### config.mk
export PLATFORM = sky130hd
export DESIGN_NAME = eif_top
export DESIGN_NICKNAME = d
export VERILOG_FILES = /design/src/eif_pkg.sv /design/src/eif_top.sv
export SDC_FILE = /design/constraint.sdc
export NUM_CORES = 1
export LEC_CHECK = 0
export ABC_AREA = 0
export BUFFER_PORTS_ARGS = -buffer_cell sky130_fd_sc_hd__buf_4
export CAP_MARGIN = 10
export CORE_AREA = 4 4 119 121
export CTS_CLUSTER_SIZE = 16
export DETAILED_ROUTE_END_ITERATION = 12
export DIE_AREA = 0 0 123 125
export GPL_ROUTABILITY_DRIVEN = 0
export SYNTH_ARGS = -nofsm -noshare
export SYNTH_HDL_FRONTEND = slang
export SYNTH_SLANG_ARGS = --single-unit
### constraint.sdc
create_clock -name clk_i -period 2.4 [get_ports clk_i]
set_clock_uncertainty 0.2 [all_clocks]
set_input_delay 0.12 -clock clk_i [delete_from_list [all_inputs] [get_ports clk_i]]
set_output_delay 0.12 -clock clk_i [all_outputs]
set_load 0.1 [all_outputs]
### src/eif_pkg.sv
// package for the external interrupt noise-filter and edge front end
package eif_pkg;
    localparam int          N_IRQ        = 5;
    localparam int          CNT_W        = 7;
    // register indices; byte address is four times the index
    localparam logic [7:0]  CTRL_IDX     = 8'h37;
    localparam logic [7:0]  STAT_IDX     = 8'h38;
    localparam logic [7:0]  MASK_IDX     = 8'h39;
    localparam logic [7:0]  CFG_IDX      = 8'h3A;
    localparam logic [7:0]  LEVEL_IDX    = 8'h3B;
    localparam logic [7:0]  CTRL_RST     = 8'h00;
    localparam logic [4:0]  MASK_RST     = 5'h00;
    localparam logic        CFG_RST      = 1'b0;
    // control register field positions; SSS_POS is the bit in the config register
    localparam int          NTS_POS      = 7;
    localparam int          PFS_POS      = 6;
    localparam int          ESC_POS      = 4;
    localparam int          ESD_POS      = 2;
    localparam int          ESB_POS      = 1;
    localparam int          SSS_POS      = 0;
    // pin order within vectors
    localparam int          PIN_A        = 0;
    localparam int          PIN_B        = 1;
    localparam int          PIN_C        = 2;
    localparam int          PIN_D        = 3;
    localparam int          PIN_E        = 4;
    // reject windows in fc periods; fc is clk_i, one period per cycle
    localparam int          FC_PER_CYC   = 1;
    localparam int          REJ_AE_FC    = 2;
    localparam int          REJ_B_LONG   = 63;
    localparam int          REJ_B_SHORT  = 15;
    localparam int          REJ_CD_FC    = 7;
    // in low-speed modes: reject under 1 fs, accept from 3.5 fs
    localparam int          REJ_SLOW_FS  = 2;
    localparam logic [CNT_W-1:0] LEN_AE  = CNT_W'(REJ_AE_FC * FC_PER_CYC);
    localparam logic [CNT_W-1:0] LEN_BL  = CNT_W'(REJ_B_LONG * FC_PER_CYC);
    localparam logic [CNT_W-1:0] LEN_BS  = CNT_W'(REJ_B_SHORT * FC_PER_CYC);
    localparam logic [CNT_W-1:0] LEN_CD  = CNT_W'(REJ_CD_FC * FC_PER_CYC);
    localparam logic [CNT_W-1:0] LEN_SL  = CNT_W'(REJ_SLOW_FS);

    typedef enum logic [1:0] {
        EIF_RISE  = 2'b00,
        EIF_FALL  = 2'b01,
        EIF_BOTH  = 2'b10,
        EIF_HIGH  = 2'b11
    } eif_edge_e;

    typedef struct packed {
        logic       noise_time_select;
        logic       pin_function_select;
        eif_edge_e  edge_select_c;
        eif_edge_e  edge_select_d;
        logic       edge_select_b;
        logic       unused0;
    } eif_ctrl_s;

    typedef struct packed {
        logic        cyc;
        logic        stb;
        logic        we;
        logic [3:0]  sel;
        logic [9:0]  adr;
        logic [31:0] dat;
    } eif_wb_req_s;
endpackage

### src/eif_top.sv
// external interrupt front end: pin sync, noise filters, edge/level detect, latches
//
// The Wishbone register port was decided locally.
`timescale 1ns/10ps
module eif_top
    import eif_pkg::*;
(
    input  wire logic              clk_i,
    input  wire logic              rst_i,
    input  wire logic              wb_cyc_i,
    input  wire logic              wb_stb_i,
    input  wire logic              wb_we_i,
    input  wire logic [3:0]        wb_sel_i,
    input  wire logic [9:0]        wb_adr_i,
    input  wire logic [31:0]       wb_dat_i,
    output logic      [31:0]       wb_dat_o,
    output logic                   wb_ack_o,
    input  wire logic [N_IRQ-1:0]  ext_irq_i,
    input  wire logic              low_speed_i,
    input  wire logic              fs_tick_i,
    input  wire logic [N_IRQ-1:0]  irq_accept_i,
    output logic      [N_IRQ-1:0]  latch_irq_o,
    output logic                   shared_port_bit_o,
    output logic                   irq_o
);
    // filter length per pin, in steps of the active filter clock
    function automatic logic [CNT_W-1:0] flt_len(input int idx, input logic nts,
                                                 input logic slow);
        logic [CNT_W-1:0] len;
        len = LEN_CD;
        if (slow) begin
            len = LEN_SL;
        end else if (idx == PIN_A || idx == PIN_E) begin
            len = LEN_AE;
        end else if (idx == PIN_B) begin
            len = nts ? LEN_BS : LEN_BL;
        end
        return len;
    endfunction

    function automatic logic edge_hit(input eif_edge_e es, input logic rise,
                                      input logic fall, input logic lvl);
        logic hit;
        case (es)
            EIF_RISE: hit = rise;
            EIF_FALL: hit = fall;
            EIF_BOTH: hit = rise | fall;
            EIF_HIGH: hit = lvl;
            default:  hit = 1'b0;
        endcase
        return hit;
    endfunction

    eif_wb_req_s             req;
    eif_ctrl_s               ctrl_q;
    logic [N_IRQ-1:0]        mask_q;
    logic                    sss_q;
    logic [N_IRQ-1:0]        lat_q;
    logic [N_IRQ-1:0]        lat_d;
    logic [N_IRQ-1:0]        s1_q;
    logic [N_IRQ-1:0]        s2_q;
    logic [N_IRQ-1:0]        s3_q;
    logic [N_IRQ-1:0]        samp_q;
    logic [N_IRQ-1:0]        filt_q;
    logic [N_IRQ-1:0]        prev_q;
    logic [N_IRQ-1:0]        prim_q;
    logic [N_IRQ-1:0]        pprim_q;
    logic [N_IRQ-1:0]        armed_q;
    logic [CNT_W-1:0]        cnt_q [N_IRQ];
    logic [31:0]             rdat_d;
    logic                    ack_q;
    logic                    irq_q;

    assign req = '{cyc: wb_cyc_i, stb: wb_stb_i, we: wb_we_i, sel: wb_sel_i,
                   adr: wb_adr_i, dat: wb_dat_i};

    // bus decode; writes take effect on the edge where ack is seen high
    wire       acc_w   = req.cyc & req.stb;
    wire [7:0] idx_w   = req.adr[9:2];
    wire       wr_w    = acc_w & req.we & ack_q & req.sel[0];
    wire       wr_ctl  = wr_w & (idx_w == CTRL_IDX);
    wire       wr_stat = wr_w & (idx_w == STAT_IDX);
    wire       wr_mask = wr_w & (idx_w == MASK_IDX);
    wire       wr_cfg  = wr_w & (idx_w == CFG_IDX);

    // filter steps every fc cycle, or only on fs ticks in low-speed modes
    wire       step_w  = low_speed_i ? fs_tick_i : 1'b1;

    wire [N_IRQ-1:0] rise_w = filt_q & ~prev_q & pprim_q;
    wire [N_IRQ-1:0] fall_w = ~filt_q & prev_q & pprim_q;

    // level mode waits for a rising edge, so a pin already high at reset stays quiet
    wire [N_IRQ-1:0] lvl_w  = filt_q & armed_q;

    wire [N_IRQ-1:0] set_w;
    assign set_w[PIN_A] = fall_w[PIN_A] & ctrl_q.pin_function_select;
    assign set_w[PIN_B] = ctrl_q.edge_select_b ? fall_w[PIN_B] : rise_w[PIN_B];
    assign set_w[PIN_C] = sss_q & edge_hit(ctrl_q.edge_select_c, rise_w[PIN_C],
                                           fall_w[PIN_C], lvl_w[PIN_C]);
    assign set_w[PIN_D] = edge_hit(ctrl_q.edge_select_d, rise_w[PIN_D],
                                   fall_w[PIN_D], lvl_w[PIN_D]);
    assign set_w[PIN_E] = fall_w[PIN_E];

    // a new event in the clearing cycle wins over the clear
    wire [N_IRQ-1:0] clr_w = irq_accept_i | (wr_stat ? req.dat[N_IRQ-1:0] : '0);
    assign lat_d = (lat_q & ~clr_w) | set_w;

    always_comb begin
        rdat_d = 32'h0000_0000;
        case (idx_w)
            CTRL_IDX:  rdat_d[7:0] = ctrl_q;
            STAT_IDX:  rdat_d[N_IRQ-1:0] = lat_q;
            MASK_IDX:  rdat_d[N_IRQ-1:0] = mask_q;
            CFG_IDX:   rdat_d[SSS_POS] = sss_q;
            LEVEL_IDX: rdat_d[N_IRQ-1:0] = filt_q;
            default:   rdat_d = 32'h0000_0000;
        endcase
    end

    always_ff @(posedge clk_i) begin
        if (rst_i) begin
            ack_q    <= 1'b0;
            wb_dat_o <= 32'h0000_0000;
        end else begin
            ack_q    <= acc_w & ~ack_q;
            wb_dat_o <= (acc_w & ~ack_q) ? rdat_d : wb_dat_o;
        end
    end

    always_ff @(posedge clk_i) begin
        if (rst_i) begin
            ctrl_q <= eif_ctrl_s'(CTRL_RST);
            mask_q <= MASK_RST;
            sss_q  <= CFG_RST;
        end else begin
            // new select bits reach the filter on the next cycle
            if (wr_ctl) begin
                ctrl_q <= eif_ctrl_s'(req.dat[7:0]);
            end
            if (wr_mask) begin
                mask_q <= req.dat[N_IRQ-1:0];
            end
            if (wr_cfg) begin
                sss_q <= req.dat[SSS_POS];
            end
        end
    end

    // three-stage synchroniser; a level counts once stages two and three agree
    always_ff @(posedge clk_i) begin
        if (rst_i) begin
            s1_q   <= '0;
            s2_q   <= '0;
            s3_q   <= '0;
            samp_q <= '0;
        end else begin
            s1_q   <= ext_irq_i;
            s2_q   <= s1_q;
            s3_q   <= s2_q;
            samp_q <= (s2_q ~^ s3_q) & s3_q | (s2_q ^ s3_q) & samp_q;
        end
    end

    wire [N_IRQ-1:0] busy_w;
    wire [N_IRQ-1:0] pass_w;
    wire [CNT_W-1:0] len_w     [N_IRQ];
    wire [CNT_W-1:0] cnt_inc_w [N_IRQ];
    wire [CNT_W-1:0] cnt_d     [N_IRQ];

    // a pin that has not primed keeps counting even while its level agrees
    for (genvar g = 0; g < N_IRQ; g++) begin : g_flt
        assign busy_w[g]    = (samp_q[g] != filt_q[g]) | ~prim_q[g];
        assign len_w[g]     = flt_len(g, ctrl_q.noise_time_select, low_speed_i);
        assign cnt_inc_w[g] = cnt_q[g] + 1'b1;
        assign pass_w[g]    = busy_w[g] & step_w & (cnt_inc_w[g] >= len_w[g]);
        assign cnt_d[g]     = (!busy_w[g] || pass_w[g]) ? '0 :
                              (step_w ? cnt_inc_w[g] : cnt_q[g]);
    end

    // per-pin filter: level must hold for the window length before it is passed
    always_ff @(posedge clk_i) begin
        if (rst_i) begin
            filt_q  <= '0;
            prev_q  <= '0;
            prim_q  <= '0;
            pprim_q <= '0;
            armed_q <= '0;
            for (int i = 0; i < N_IRQ; i++) begin
                cnt_q[i] <= '0;
            end
        end else begin
            prev_q  <= filt_q;
            pprim_q <= prim_q;
            armed_q <= armed_q | rise_w;
            // first settled level after reset only primes, no edge
            filt_q  <= (filt_q & ~pass_w) | (samp_q & pass_w);
            prim_q  <= prim_q | pass_w;
            for (int i = 0; i < N_IRQ; i++) begin
                cnt_q[i] <= cnt_d[i];
            end
        end
    end

    // latch adds one cycle after the filter and irq_o one more, well inside six fs periods
    always_ff @(posedge clk_i) begin
        if (rst_i) begin
            lat_q             <= '0;
            irq_q             <= 1'b0;
            shared_port_bit_o <= 1'b0;
        end else begin
            lat_q             <= lat_d;
            irq_q             <= |(lat_q & mask_q);
            shared_port_bit_o <= ctrl_q.pin_function_select ? 1'b0 : samp_q[PIN_A];
        end
    end

    assign wb_ack_o    = ack_q;
    assign latch_irq_o = lat_q;
    assign irq_o       = irq_q;
endmodule // eif_top

### Yosys cells after proc, flatten, opt, wreduce, memory -nomap -nowiden

Memories as Yosys holds them, arrays and structs flattened.
Index checks and enable logic that the tools add are counted.

| storage, ports and cells | value |
|---|---|
| output and inout bits | 40 |
| bits of input ports | 63 |
| word-level logic and storage cells | 154 |
| memories | 1 |
| RAM bits | 35 |
| register bits after elaboration | 75 |

Memory list:

| memory | words | bits a word | rd ports | clocked after Yosys merged registers in | wr ports | line | source |
|---|---|---|---|---|---|---|---|
| cnt_q | 5 | 7 | 5 | 0 | 5 | eif_top.sv:69 | `logic [CNT_W-1:0] cnt_q [N_IRQ];` |

| cells by class | value |
|---|---|
| reduce and logical (&&, ||, !) cells | 14 |
| bitwise operators | 62 |
| equality and inequality tests | 16 |
| $lt $le $gt $ge | 5 |
| add/sub/neg operators | 5 |
| muxes and demuxes | 29 |

Operators with widths:

| cell | count |
|---|---|
| 2-to-1 mux 7 bit | 15 |
| bitwise AND 5 bit | 10 |
| equality test 8 x 6 -> 1 bit (second input constant) | 5 |
| adder 7 x 1 -> 7 bit (second input constant) | 5 |
| OR 5 bit | 6 |
| bitwise AND 1 bit | 21 |
| greater-or-equal comparator 7 bit | 3 |
| inverter 5 bit | 4 |
| case mux 4 bit (4 select lines) | 1 |
| greater-or-equal comparator 7 x 2 -> 1 bit (second input constant) | 2 |
| 2-to-1 mux 6 bit | 2 |
| OR 1 bit | 12 |
| equality test 2 bit (second input constant) | 4 |
| case mux 1 bit (4 select lines) | 2 |
| 2-to-1 mux 3 bit | 2 |
| inverter 1 bit | 6 |
| logical NOT 1 bit | 5 |
| logical OR 1 bit | 5 |
| 2-to-1 mux 1 bit | 5 |
| 2-to-1 mux 5 bit | 1 |
| inequality test 1 bit | 5 |
| case mux 1 bit (5 select lines) | 1 |
| OR reduction 5 bit | 1 |
| XNOR 5 bit | 1 |
| 5 further kinds | 7 |

### Longest topological paths before layout

| logic depth | value |
|---|---|
| depth in word-level cells | 10 |
| mapped depth | 9 |
| mapped depth without buffers | 9 |

### Worst setup path before layout

Ideal clock, no wire load.

| timing path | value |
|---|---|
| kind | register -> register |
| start point | register ack_q, in the netlist wb_ack_o |
| end point | register mask_q[0] |
| data required time | 2072 ps |
| setup time | 128 ps |
| cell stages (with the launch flop) | 8 |
| arrival time | 2224 ps |
| setup slack | -151 ps |
| path buffers | 2 |
| clock period less this slack | 2551 ps |
| path through | dfxtp_1 > nand3_1 > or2_2 > buf_2 > or3_1 > buf_2 > mux2i_1 > nor2_1 |

| on the way | value |
|---|---|
| word-level cells in the longest chain between the ends | 3 |

Ends and longest elaborated chain:

| element | line | source |
|---|---|---|
| start: declaration | eif_top.sv:71 | `logic ack_q;` |
| start signal: assignment | eif_top.sv:125 | `ack_q <= acc_w & ~ack_q;` |
| bitwise AND 1 bit (2 in series) | eif_top.sv:80 | `wire wr_w = acc_w & req.we & ack_q & req.sel[0];` |
| bitwise AND 1 bit | eif_top.sv:83 | `wire wr_mask = wr_w & (idx_w == MASK_IDX);` |
| end signal: assignment | eif_top.sv:141 | `mask_q <= req.dat[N_IRQ-1:0];` |
| end: declaration | eif_top.sv:56 | `logic [N_IRQ-1:0] mask_q;` |

No other way between the ends.
A chain may end at the register's enable or synchronous reset.

==> flow_metrics.env <==
export IMPL_status="finished, final reports clean"
export IMPL_drt_iter0_drc=286
export IMPL_clock_latency_ns=0.35
export IMPL_fin_hold_ws_ns=0.0181
export IMPL_setup_tns_ns=0
export IMPL_p_total_mw=4.35
export IMPL_synth_edf_count=0
export IMPL_endpoint_kind="register"
export IMPL_wirelength_um=11200
export IMPL_path_class="reg2reg"
export IMPL_ios=103
export IMPL_synth_seq_cells=107
export IMPL_drc=0
export IMPL_hpwl_um=7890
export IMPL_drive_gt1_share_pct=17.9
export IMPL_synth_top_area_cell="dfxtp_1"
export IMPL_period_share_pct=94.0
export IMPL_required_ns=2.47
export IMPL_dp_cells=788
export IMPL_wl_per_cell_um=13.5
export IMPL_arrival_ns=2.33
export IMPL_ir_drop_mv=0.338
export IMPL_rows=42
export IMPL_slew_viol_final=0
export IMPL_antenna_found_initial=0
export IMPL_htreeDepth=3
export IMPL_track_usage_pct=14.6
export IMPL_hold_class="in2reg"
export IMPL_syn_avg_cell_area_sq_um=9.00
export IMPL_cpPeakStageDelay_ns=0.38
export IMPL_cap_viol_max_count=0
export IMPL_die_x_um=123
export IMPL_path_buf_inv=1
export IMPL_cts_tree="done"
export IMPL_synthCells=570
export IMPL_cts_sinks=107
export IMPL_synthFlopType="dfxtp_1"
export IMPL_regMostFlops="cnt_q"
export IMPL_grt_overflow_total=0
export IMPL_p_per_area_mw_per_mm2=691
export IMPL_slew_headroom_pct=62.4
export IMPL_leakage_nw=2.55
export IMPL_place_ws_ns=0.0401
export IMPL_vias_per_cell=5.11
export IMPL_die_height_um=125
export IMPL_worst_r2r_setup_slack_ns=0.14
export IMPL_period_minus_slack_ns=2.26
export IMPL_max_freq_ghz=0.443
export IMPL_cts_buffer_depth=2
export IMPL_num_vias=4229
export IMPL_p_comb_share_pct=15.8
export IMPL_slowest_stage="dfxtp_4"
export IMPL_setup_ws_ns=0.143
export IMPL_grt_pass1_vias=3999
export IMPL_synth_warnings=0
export IMPL_start_util_pct=39.2
export IMPL_netlist_area_sq_mm=0.00513
export IMPL_seqPwrFrac_pct=44.0
export IMPL_cp_max_fo=9
export IMPL_cp_cell_sequence="nand3_2, nor2_2, xor2_1, ha_1, a21oi_1, nand2_1, a41oi_4, buf_6, nand4b_1, a31oi_1"
export IMPL_diodes=0
export IMPL_ant_nets=0
export IMPL_nets=731
export IMPL_startpoint_type="register"
export IMPL_grt_max_degree=53
export IMPL_io_buffers=49
export IMPL_cts_made_buffers=9
export IMPL_power_share_clock_pct=40.2
export IMPL_tightest_slew_ns=0.560
export IMPL_p_switching_mw=1.16
export IMPL_areaGrowthSynthToFinish_pct=22.7
export IMPL_synthTopCellsByArea="dfxtp_1 42%, ha_1 5.1%, nor2_1 3.8%"
export IMPL_ys_async_sr_fraction_pct=0
export IMPL_top_regs="cnt_q (35), ctrl_q (8), wb_dat_o (8)"
export IMPL_cp_top_family="compound AO/OA/AOI/OAI gates"
export IMPL_core_region_area_sq_mm=0.0131
export IMPL_grt_pass1_wl_um=18600
export IMPL_postCtsSetupBuffers=0
export IMPL_die_area_sq_mm=0.0154
export IMPL_dr_pass1_iters=5
export IMPL_setup_viol=0
export IMPL_finalHoldViolCount=0
export IMPL_ys_seq_area_share_pct=41.8
export IMPL_layout_cells_non_filler=828
export IMPL_cts_root_buffer="clkbuf_16"
export IMPL_power_internal_mw=3.19
export IMPL_synth_distinct_cells=71
export IMPL_synth_top_area_share_pct=41.8
export IMPL_largest_reg_flops=35
export IMPL_power_share_switching_pct=26.7
export IMPL_clkTransAtPathRegs_ns=0.07
power by group through the flow:
| stage | clock network [mW] | registers, mW | logic (mW) |
|---|---|---|---|
| floorplan | 0 | 1.96 | 0.498 |
| global placement | 0 | 1.94 | 0.634 |
| detailed placement | 0 | 1.95 | 0.646 |
| CTS | 1.81 | 1.91 | 0.681 |
| global route | 1.86 | 1.92 | 0.755 |
| finish | 1.75 | 1.91 | 0.687 |
Yosys cell counts, types with 2 or more instances:
library cell  instances
a31o_2                2
ha_1                 21
a311oi_1              3
nor3b_1               6
and3_1                7
or4_1                 4
buf_2                 2
nand2_1              38
mux2i_1              10
a31oi_1              12
nor3_1               11
inv_1                16
xnor2_1              16
a22o_1                4
and2_1                6
nand3_1              16
a221o_1               4
a41oi_2               2
a211oi_1              2
nand4_1              10
a22oi_1               7
clkbuf_1             12
nand4b_1              3
nor2_1               52
a21o_1                2
nor2b_1              27
mux2_2                2
buf_4                24
buf_1                 4
nand3b_1              2
or2_2                 5
xor2_1               12
nand2b_1             11
o211ai_1              3
clkbuf_8              2
a211o_1               8
and4_1                2
nor4_1                4
a21oi_1              38
o21ai_0              21
dfxtp_1             107
cells by family after synthesis:
logic type,synth area share (%)
and+or+nand+nor,22.2
AOI/OAI and AO/OA,16.8
DFF,41.8
buffers and inverters,6.90
xor gates and xnor gates,4.78
adders and majority gates,5.12
muxes,2.39
other,0.0731
layer usage:
layer  vias up  wire length (um)  global-route usage (%)  part of all wire [%]
met5         -                 0                       0                     0
met3        15               573                    3.93                   5.1
met1      1971              5180                    18.7                    46
li1       2148                 -                       -                     -
met2        95              5270                    24.0                    47
met4         0               148                    4.36                   1.3
final timing paths:
path / depth (start not counted) / to / start
min reg2reg: 1 / s2_q[3]$_SDFF_PP0_ / s1_q[3]$_SDFF_PP0_
min: 2 / s1_q[2]$_SDFF_PP0_ / rst_i
max: 10 / cnt_q[0][9]$_SDFFE_PP0N_ / cnt_q[0][9]$_SDFFE_PP0N_
max reg2reg: 10 / cnt_q[0][9]$_SDFFE_PP0N_ / cnt_q[0][9]$_SDFFE_PP0N_
area by class of cell:
type	instances	area [sq um]
clock inverters	5	108
inverters	16	60.1
multi-input cells	424	2760
fillers	1237	6790
flip-flops and latches	107	2150
repair buffers	89	744
clock buffers	11	253
well taps	176	220
through the flow:
step	util [%]	area [sq um]
4_1_cts	47.9	6260
3_5_place_dp	43.3	5660
5_1_grt	48.1	6290
3_3_place_gp	43.3	5660
2_1_floorplan	-	5240
6_report	48.1	6290
cell usage in the layout, fill, tap and decap left out, drive strengths merged, types with 5 or more instances in the layout:
cell and n:
nor2b 27, clkbuf 11, or2 5, o21ai 22, a21oi 38, a211o 8, conb 24, a31oi 12
dlygate4sd3 24, nor3b 6, ha 21, nand2b 11, xor2 12, nor4 5, nand2 39, buf 65
dfxtp 107, inv 17, a22oi 7, and2 6, nor2 53, nand3 16, xnor2 16, mux2i 10
and3 8, nand4 10, nor3 11
repair_timing:
item / 4_1_cts / 5_1_grt
setup endpoints to repair: 0 / 8
hold buffers: 24 / 0
hold endpoints to repair: 27 / 0
resized for setup: 0 / 11
No activity file was read; power rests on OpenSTA's default activity.
